File: src/hdl/cfm_pkg.sv
// constants and carrier types of the chip fault monitor
// assumes one 100 MHz clock; the serial link pins and comparators are asynchronous

package cfm_pkg;

	// ==========================================================
	// wishbone register map (byte addresses)
	localparam logic [7:0] CFM_ADR_STATUS = 8'h00;
	localparam logic [7:0] CFM_ADR_DIAG1 = 8'h04;
	localparam logic [7:0] CFM_ADR_MASK = 8'h08;
	localparam logic [7:0] CFM_ADR_CONFIG = 8'h0C;
	localparam logic [7:0] CFM_ADR_IRQ_STAT = 8'h10;
	localparam logic [7:0] CFM_ADR_IRQ_MASK = 8'h14;
	localparam logic [7:0] CFM_ADR_FRAME = 8'h18;

	// ==========================================================
	// status word fields
	localparam int CFM_ST_POR = 0;
	localparam int CFM_ST_SE = 1;
	localparam int CFM_ST_OT = 2;
	localparam int CFM_ST_TW = 3;
	localparam int CFM_ST_FF = 15;
	// diagnostic register 1 fields
	localparam int CFM_D1_VRU = 0;
	localparam int CFM_D1_VRO = 1;
	// mask register fields, only the maskable monitors
	localparam int CFM_MSK_TW = 0;
	localparam int CFM_MSK_VRU = 1;
	localparam int CFM_MSK_VRO = 2;
	localparam logic [2:0] CFM_MASK_RST = 3'h0;
	// config register fields
	localparam int CFM_CFG_ESF = 0;
	localparam logic CFM_ESF_RST = 1'b1;

	// ==========================================================
	// interrupt events
	localparam int CFM_IRQ_W = 7;
	localparam int CFM_EV_POR = 0;
	localparam int CFM_EV_SE = 1;
	localparam int CFM_EV_OT = 2;
	localparam int CFM_EV_TW = 3;
	localparam int CFM_EV_VRU = 4;
	localparam int CFM_EV_VRO = 5;
	localparam int CFM_EV_FRM = 6;
	localparam logic [6:0] CFM_IRQ_MASK_RST = 7'h00;

	// ==========================================================
	// serial frame layout
	localparam int CFM_FRAME_W = 16;
	localparam logic [4:0] CFM_FRAME_EDGES = 5'h10;
	localparam logic [4:0] CFM_EDGE_SAT = 5'h11;
	localparam int CFM_FR_WR = 11;
	localparam int CFM_FR_ADR_LSB = 12;
	localparam logic [3:0] CFM_SADR_DIAG1 = 4'h2;

	typedef struct packed {
		logic over_temp;
		logic temp_warn;
		logic reg_under;
		logic reg_over;
	} cfm_mon_t;

	typedef struct packed {
		logic sck;
		logic frame_strobe_n;
		logic sdi;
	} cfm_link_t;

	typedef enum logic {CFM_PS_DOWN, CFM_PS_RUN} cfm_pwr_t;

endpackage

File: src/hdl/cfm_chip_fault_monitor.sv
// chip fault monitor: latches chip and regulator faults, checks serial frames,
// gates the gate drive and reports over a classic wishbone slave
// assumes synchronous active-high rst_i is the internal power-on reset
//
// Chosen here: the address map and register access over Wishbone.

`timescale 1ns/1ps

module cfm_chip_fault_monitor
	import cfm_pkg::*;
(
	input wire logic clk_i,
	input wire logic rst_i,
	input wire logic logic_supply_ok_i,
	input wire cfm_mon_t mon_i,
	input wire cfm_link_t link_i,
	input wire logic wb_cyc_i,
	input wire logic wb_stb_i,
	input wire logic wb_we_i,
	input wire logic [7:0] wb_adr_i,
	input wire logic [3:0] wb_sel_i,
	input wire logic [31:0] wb_dat_i,
	output logic [31:0] wb_dat_o,
	output logic wb_ack_o,
	output logic gate_enable_o,
	output logic sdo_o,
	output logic frame_valid_o,
	output logic [15:0] frame_word_o,
	output logic irq_o
);

	// ==========================================================
	// input synchronisers
	logic [7:0] sy1_r, sy2_r;
	logic [2:0] lnk_d_r;
	logic lsup_s;
	cfm_mon_t mon_s;
	cfm_link_t lnk_s;

	always_ff @(posedge clk_i)
	begin
		sy1_r <= {logic_supply_ok_i, mon_i, link_i};
		sy2_r <= sy1_r;
		lnk_d_r <= sy2_r[2:0];
	end

	assign lsup_s = sy2_r[7];
	assign mon_s = sy2_r[6:3];
	assign lnk_s = sy2_r[2:0];

	// ==========================================================
	// power state
	cfm_pwr_t pwr_r;
	logic go, hold, pwr_up;

	always_ff @(posedge clk_i)
	begin
		if (rst_i)
			pwr_r <= CFM_PS_DOWN;
		else
			unique case (pwr_r)
				CFM_PS_DOWN: if (lsup_s) pwr_r <= CFM_PS_RUN;
				CFM_PS_RUN: if (!lsup_s) pwr_r <= CFM_PS_DOWN;
			endcase
	end

	assign go = (pwr_r == CFM_PS_RUN);
	// everything but the supply monitor, the wishbone slave and the interrupt status rests while powered down
	assign hold = rst_i || !go;
	assign pwr_up = !rst_i && (pwr_r == CFM_PS_DOWN) && lsup_s;

	// ==========================================================
	// serial frame checker
	logic sck_rise, stb_fall, stb_rise, fr_err, fr_ok, clr_st, clr_d1;
	logic [4:0] edge_cnt_r;
	logic [15:0] shift_in_r, shift_out_r, st_word;

	assign sck_rise = lnk_s.sck && !lnk_d_r[2];
	assign stb_fall = !lnk_s.frame_strobe_n && lnk_d_r[1];
	assign stb_rise = lnk_s.frame_strobe_n && !lnk_d_r[1];
	assign fr_err = (edge_cnt_r != CFM_FRAME_EDGES) || !(^shift_in_r);
	assign fr_ok = go && stb_rise && !fr_err;
	assign clr_st = fr_ok && shift_in_r[CFM_FR_WR];
	assign clr_d1 = fr_ok && !shift_in_r[CFM_FR_WR] &&
		(shift_in_r[CFM_FR_ADR_LSB+:4] == CFM_SADR_DIAG1);

	always_ff @(posedge clk_i)
	begin
		if (hold || stb_fall)
		begin
			edge_cnt_r <= 5'h00;
			shift_in_r <= 16'h0000;
		end
		else if (sck_rise && !lnk_s.frame_strobe_n)
		begin
			if (edge_cnt_r != CFM_EDGE_SAT)
				edge_cnt_r <= edge_cnt_r + 5'h01;
			shift_in_r <= {shift_in_r[14:0], lnk_s.sdi};
		end
	end

	// status goes out msb first, so the summary flag is on sdo as soon as the strobe falls
	always_ff @(posedge clk_i)
	begin
		if (hold)
			shift_out_r <= 16'h0000;
		else if (stb_fall)
			shift_out_r <= st_word;
		else if (sck_rise && !lnk_s.frame_strobe_n)
			shift_out_r <= {shift_out_r[14:0], 1'b0};
	end

	always_ff @(posedge clk_i)
	begin
		if (hold)
		begin
			frame_valid_o <= 1'b0;
			frame_word_o <= 16'h0000;
		end
		else
		begin
			frame_valid_o <= fr_ok;
			if (fr_ok)
				frame_word_o <= shift_in_r;
		end
	end

	assign sdo_o = shift_out_r[15];

	// ==========================================================
	// software registers
	logic [2:0] mask_r;
	logic [6:0] irq_mask_r;
	logic esf_r, wb_take, wb_wr;

	assign wb_take = wb_cyc_i && wb_stb_i && !wb_ack_o;
	assign wb_wr = wb_take && wb_we_i && wb_sel_i[0];

	always_ff @(posedge clk_i)
	begin
		if (hold)
		begin
			mask_r <= CFM_MASK_RST;
			esf_r <= CFM_ESF_RST;
			irq_mask_r <= CFM_IRQ_MASK_RST;
		end
		else if (wb_wr)
		begin
			if (wb_adr_i == CFM_ADR_MASK)
				mask_r <= wb_dat_i[2:0];
			if (wb_adr_i == CFM_ADR_CONFIG)
				esf_r <= wb_dat_i[CFM_CFG_ESF];
			if (wb_adr_i == CFM_ADR_IRQ_MASK)
				irq_mask_r <= wb_dat_i[6:0];
		end
	end

	// ==========================================================
	// fault flags
	logic por_f_r, se_f_r, ot_f_r, tw_f_r, vru_f_r, vro_f_r;
	logic tw_set, vru_set, vro_set, se_set;

	// power-on, serial error and overtemperature have no mask bit
	assign tw_set = mon_s.temp_warn && !mask_r[CFM_MSK_TW];
	assign vru_set = mon_s.reg_under && !mask_r[CFM_MSK_VRU];
	assign vro_set = mon_s.reg_over && !mask_r[CFM_MSK_VRO];
	assign se_set = go && stb_rise && fr_err;

	always_ff @(posedge clk_i)
	begin
		if (hold)
		begin
			por_f_r <= pwr_up;
			se_f_r <= 1'b0;
			ot_f_r <= 1'b0;
			tw_f_r <= 1'b0;
		end
		else
		begin
			// a set in the clearing cycle wins
			por_f_r <= por_f_r && !clr_st;
			se_f_r <= se_set || (se_f_r && !clr_st);
			ot_f_r <= mon_s.over_temp || (ot_f_r && !clr_st);
			tw_f_r <= tw_set || (tw_f_r && !clr_st);
		end
	end

	always_ff @(posedge clk_i)
	begin
		if (hold)
		begin
			vru_f_r <= 1'b0;
			vro_f_r <= 1'b0;
		end
		else
		begin
			vru_f_r <= vru_set || (vru_f_r && !clr_d1);
			vro_f_r <= vro_set || (vro_f_r && !clr_d1);
		end
	end

	always_comb
	begin
		st_word = 16'h0000;
		st_word[CFM_ST_POR] = por_f_r;
		st_word[CFM_ST_SE] = se_f_r;
		st_word[CFM_ST_OT] = ot_f_r;
		st_word[CFM_ST_TW] = tw_f_r;
		st_word[CFM_ST_FF] = por_f_r || se_f_r || ot_f_r || tw_f_r;
	end

	// ==========================================================
	// gate drive enable
	logic gate_nxt;

	// the supply level itself is used so the lockout bites in the same cycle
	assign gate_nxt = go && lsup_s
		&& !(mon_s.over_temp && esf_r)
		&& !(mon_s.reg_under && !mask_r[CFM_MSK_VRU]);

	always_ff @(posedge clk_i)
	begin
		if (rst_i)
			gate_enable_o <= 1'b0;
		else
			gate_enable_o <= gate_nxt;
	end

	// ==========================================================
	// interrupts
	logic [6:0] irq_st_r, irq_ev;
	logic irq_rd;

	always_comb
	begin
		irq_ev = 7'h00;
		irq_ev[CFM_EV_POR] = pwr_up;
		irq_ev[CFM_EV_SE] = se_set;
		irq_ev[CFM_EV_OT] = go && mon_s.over_temp;
		irq_ev[CFM_EV_TW] = go && tw_set;
		irq_ev[CFM_EV_VRU] = go && vru_set;
		irq_ev[CFM_EV_VRO] = go && vro_set;
		irq_ev[CFM_EV_FRM] = fr_ok;
	end

	assign irq_rd = wb_take && !wb_we_i && (wb_adr_i == CFM_ADR_IRQ_STAT);

	always_ff @(posedge clk_i)
	begin
		if (rst_i)
			irq_st_r <= 7'h00;
		else
			irq_st_r <= irq_ev | (irq_rd ? 7'h00 : irq_st_r);
	end

	always_ff @(posedge clk_i)
	begin
		if (rst_i)
			irq_o <= 1'b0;
		else
			irq_o <= |(irq_st_r & irq_mask_r);
	end

	// ==========================================================
	// wishbone slave: ack one cycle after the request, unmapped reads zero
	logic [31:0] rd_mux;

	always_comb
	begin
		rd_mux = 32'h0000_0000;
		unique case (wb_adr_i)
			CFM_ADR_STATUS: rd_mux[15:0] = st_word;
			CFM_ADR_DIAG1: rd_mux[CFM_D1_VRO:CFM_D1_VRU] = {vro_f_r, vru_f_r};
			CFM_ADR_MASK: rd_mux[2:0] = mask_r;
			CFM_ADR_CONFIG: rd_mux[CFM_CFG_ESF] = esf_r;
			CFM_ADR_IRQ_STAT: rd_mux[6:0] = irq_st_r;
			CFM_ADR_IRQ_MASK: rd_mux[6:0] = irq_mask_r;
			CFM_ADR_FRAME: rd_mux[15:0] = frame_word_o;
			default: rd_mux = 32'h0000_0000;
		endcase
	end

	always_ff @(posedge clk_i)
	begin
		if (rst_i)
		begin
			wb_ack_o <= 1'b0;
			wb_dat_o <= 32'h0000_0000;
		end
		else
		begin
			wb_ack_o <= wb_take;
			if (wb_take && !wb_we_i)
				wb_dat_o <= rd_mux;
		end
	end
endmodule

File: config.mk
export PLATFORM = sky130hd
export DESIGN_NAME = cfm_chip_fault_monitor
export DESIGN_NICKNAME = d
export VERILOG_FILES = /design/src/hdl/cfm_pkg.sv /design/src/hdl/cfm_chip_fault_monitor.sv
export SDC_FILE = /design/constraint.sdc
export NUM_CORES = 1
export LEC_CHECK = 0
export BUFFER_PORTS_ARGS = -buffer_cell sky130_fd_sc_hd__buf_2
export CAP_MARGIN = 40
export CORE_ASPECT_RATIO = 1.4
export CORE_MARGIN = 5
export CORE_UTILIZATION = 35
export DETAILED_ROUTE_END_ITERATION = 10
export HOLD_SLACK_MARGIN = 0.12
export MAX_ROUTING_LAYER = met4
export SETUP_SLACK_MARGIN = 0.3
export SLEW_MARGIN = 30
export SYNTH_ARGS = -nofsm -noshare
export SYNTH_HDL_FRONTEND = slang
export SYNTH_SLANG_ARGS = --single-unit
export TNS_END_PERCENT = 50
File: constraint.sdc
create_clock -name clk_i -period 3.7 [get_ports clk_i]
set_input_delay 0.37 -clock clk_i [delete_from_list [all_inputs] [get_ports clk_i]]
set_output_delay 0.37 -clock clk_i [all_outputs]
set_load 0.02 [all_outputs]
==> flow_summary_export.csv <==
group,metric,value,unit
yosys,async_reset_ff_share,0,%
critical_path,regToRegSetupSlack,1.25,ns
critical_path,r2r-start,"shift_in_r[12]",
timing,setup_viol,0,
grt,grt_pass1_wl,18.21,mm
critical_path,required,3.99,ns
hold_path,hp-class,"primary input to flop",
hold_path,hold_start,"wb_dat_i[3]",
timing,post-route-period-util,66.12,%
floorplan,dieWidth,107.3,um
hold_path,hold_end,"irq_mask_r[3]",
yosys,ys_seq_area_share,50.09,%
drt,antenna_left,0,
floorplan,initial_core_util,35.84,%
clocking,cts_tree,"done",
yosys,synthXorXnorAreaFrac,4.157,%
yosys,synth_compound_area_share,14.95,%
critical_path,startpoint_type,"flop",
grt,use_met3,4.373,%
grt,use_met2,25.13,%
floorplan,coreArea,12940,sq um
cells_and_area,diodes,0,
critical_path,crit_top_cell,"xnor2_1",
placement,io_buffers,65,
critical_path,criticalPathCategory,"flop to flop",
drt,wl_per_cell,14.57,um
critical_path,end_kind,"flop",
clocking,clk_pin_slew_worst_paths,0.05,ns
pwr,irDropWorstVdd,0.3432,mV
pwr,leakage,2.231,nW
yosys,synth_edf_count,0,
timing,period_needed,2.446,ns
grt,grt_max_degree,34,
clocking,clock_sinks,116,
timing,finalWorstSetupSlack,1.254,ns
critical_path,path_max_fanout,19,
grt,grt_pass1_vias,3607,
yosys,synth_cells,517,
clocking,cts_max_path_buffers,2,
critical_path,crit_arrival,2.74,ns
pwr,power_density,523.6,nW/um^2
clocking,numCtsBuffers,17,
clocking,cts_resized,0,
grt,track_usage,15.05,%
hold_path,holdPathStages,3,
critical_path,path_cells,"inv_1 -> ha_1 -> xnor2_1 -> xnor2_1 -> xnor3_2 -> nand4_1 -> a31o_2",
clocking,clock-root-buffer,"clkbuf_16",
drt,dr.pass1.iters,5,
placement,routabilityCongestion,0.8647,
timing,setup-tns-final,0,ns
drt,initialDrtViolationCount,270,
critical_path,crit_family,"XOR/XNOR gates",
critical_path,crit_slowest_cell,"xnor3_2",
grt,top_usage_layer,"met2",
placement,dp_hpwl,7.976,mm
floorplan,io_pins,110,
timing,maxSlewViolCount,0,
clocking,insertion_delay,0.40,ns
timing,hold_viol_final,0,
yosys,ys_types,53,
yosys,synth_simple_gate_area_share,18.06,%
drt,vias,3773,
drt,drt-total-wl,11.23,mm
yosys,synth_top_family_by_area,"simple AND/OR/NAND/NOR gates",
critical_path,worst-r2r-cell-count,7,
cells_and_area,design_area,5682,sq um
yosys,synth-seq-cells,116,
yosys,syn_area,4636,sq um
yosys,yosys_warnings,0,
critical_path,crit_buf_inv,1,
drt,post-route-drc-count,0,
pwr,finalPower,2.975,mW
yosys,synthMuxAreaShare,4.858,%
timing,max_freq,408.8,MHz
timing,grt_setup_unrepaired,"no",
timing,relSlewSlack,51.43,%
timing,tightestPinTransition,0.7277,ns
run,maxCapViolCount,0,
yosys,avgSynthCellArea,8.967,sq um
placement,place_ws,1.257,ns
floorplan,rows,49,
placement,placed_area,5022,sq um
grt,overflow,0,
floorplan,fp.dieArea,15680,sq um
grt,grt_use_met1,17.17,%
run_status,run_status,"finished clean",
clocking,htreeDepth,4,
yosys,synthFlopType,"dfxtp_1",
floorplan,die_y,146.2,um
critical_path,r2r_end,"por_f_r",
drt,vias_per_cell,4.894,
timing,fin_skew,0.008688,ns
grt,antenna_found_initial,0,
critical_path,max_stage_delay,0.55,ns
cells_and_area,drive_gt1_share,19.22,%
cells_and_area,area_growth,22.56,%
yosys,yosys.area_share.adder,1.565,%
cells_and_area,final_nets,642,
cells by family after synthesis:
kind of cell	Yosys count
and+or+nand+nor	185
other	1
DFF	116
adders and majority gates	6
buffers and inverters	56
xor gates and xnor gates	16
AOI/OAI and AO/OA	116
muxes	21
repair_timing:
item | in CTS | in global routing
endpoints found under the hold margin | 8 | 0
endpoints found under the setup margin | 0 | 0
hold buffers | 8 | 0
setup buffers | 0 | 0
Yosys cell counts (3+ instances only):
library cell  number  area share [%]
nor2b_1            5            0.67
nor3_1             3            0.32
buf_4             16             2.6
clkbuf_1          26             2.1
nand3_1           10             1.1
a21o_1             3            0.49
xor2_1             3            0.57
nor2_1            40             3.2
mux2i_1           18             3.9
a22oi_1           12             1.9
a31oi_1            3            0.40
buf_2              3            0.32
nor3b_1            3            0.49
inv_1              8            0.65
ha_1               5             1.3
or2_2              3            0.40
o21ai_0           19             2.1
a31o_2             3            0.57
o21ai_1            7            0.76
nand2b_1           4            0.54
nand2_1           88             7.1
a311oi_1           4            0.76
dfxtp_1          116              50
xnor2_1            9             1.7
a21oi_1           54             5.8
nand4_1           20             2.7
cells in the final DEF, fill, tap and decap left out, types with 2 or more instances in the layout:
cell	instances
a311oi_1	4
nand2_1	88
a31oi_1	3
mux2i_1	18
o21ai_0	19
inv_1	8
nand3b_1	2
nor3b_1	2
mux2_2	2
clkbuf_1	2
buf_4	4
clkinv_2	6
a31o_2	3
nor2b_1	5
a22oi_1	12
clkinvlp_4	2
bufinv_16	2
conb_1	16
xnor2_1	9
ha_1	5
nand2b_1	4
clkbuf_16	17
nand3_1	10
o21ai_1	7
dfxtp_1	116
xor2_1	3
a21o_1	3
clkbuf_8	3
a21oi_1	54
dlygate4sd3_1	8
nor3_1	3
or2_2	3
nor2_1	40
nand4_1	20
buf_2	65
a211oi_1	2
a222oi_1	2
layout make-up:
type / instances / area (sq um)
clock buffers: 22 / 474.2
clock inverters: 10 / 105.1
fillers: 1258 / 7254
inverters: 8 / 30.03
multi-input cells: 360 / 2092
flip-flops and latches: 116 / 2322
well taps: 178 / 222.7
repair buffers: 77 / 435.4
sequential cells by signal, indices dropped and copies added, names as in the netlist, 2 cells and up:
register / flops
sy1_r: 8
irq_mask_r: 7
lnk_d_r: 2
irq_st_r: 7
frame_word_o: 16
sy2_r: 8
wb_dat_o: 16
shift_in_r: 16
mask_r: 3
shift_out_r: 16
edge_cnt_r: 5
routing by layer:
metal | part of all wire [%] | vias to the layer above
met2 | 51 | 101
met3 | 5.7 | 7
met4 | 0.91 | 0
li1 | - | 1895
met5 | 0 | -
met1 | 43 | 1770
report_power, final:
group	switching, mW	total [mW]	internal [mW]
registers	0.0112	1.28	1.27
logic	0.0760	0.114	0.0379
clock network	0.544	1.58	1.04
total	0.631	2.98	2.34
worst reg2reg max path, delay by kind of cell (launching register included):
| family | cells | cell delay [ns] |
|---|---|---|
| simple gates | 1 | 0.27 |
| compound gates | 1 | 0.31 |
| xor+xnor | 3 | 0.99 |
| fa+ha+maj | 1 | 0.31 |
| flops | 1 | 0.38 |
| buf+inv | 1 | 0.06 |
how the worst max path moves through the flow:
stage | startpoint | endpoint | cells after the start
after global placement | shift_in_r[12] | por_f_r | 7
after CTS | shift_in_r[12] | por_f_r | 7
after global routing | shift_in_r[12] | por_f_r | 7
after detailed placement | shift_in_r[12] | por_f_r | 7
final | shift_in_r[12] | por_f_r | 7
after floorplan | shift_in_r[12] | frame_word_o[12] | 8
metrics by stage:
step                      cells  util, %  hold slack (ns)
final                       771    43.92           0.2028
after global routing        771    43.92           0.2189
after CTS                   771    43.92           0.1847
after detailed placement    731    38.82           0.3121
after global placement      731    38.78           0.3142
after floorplan             532        -           0.3096
(Power assumes the default switching activity.)
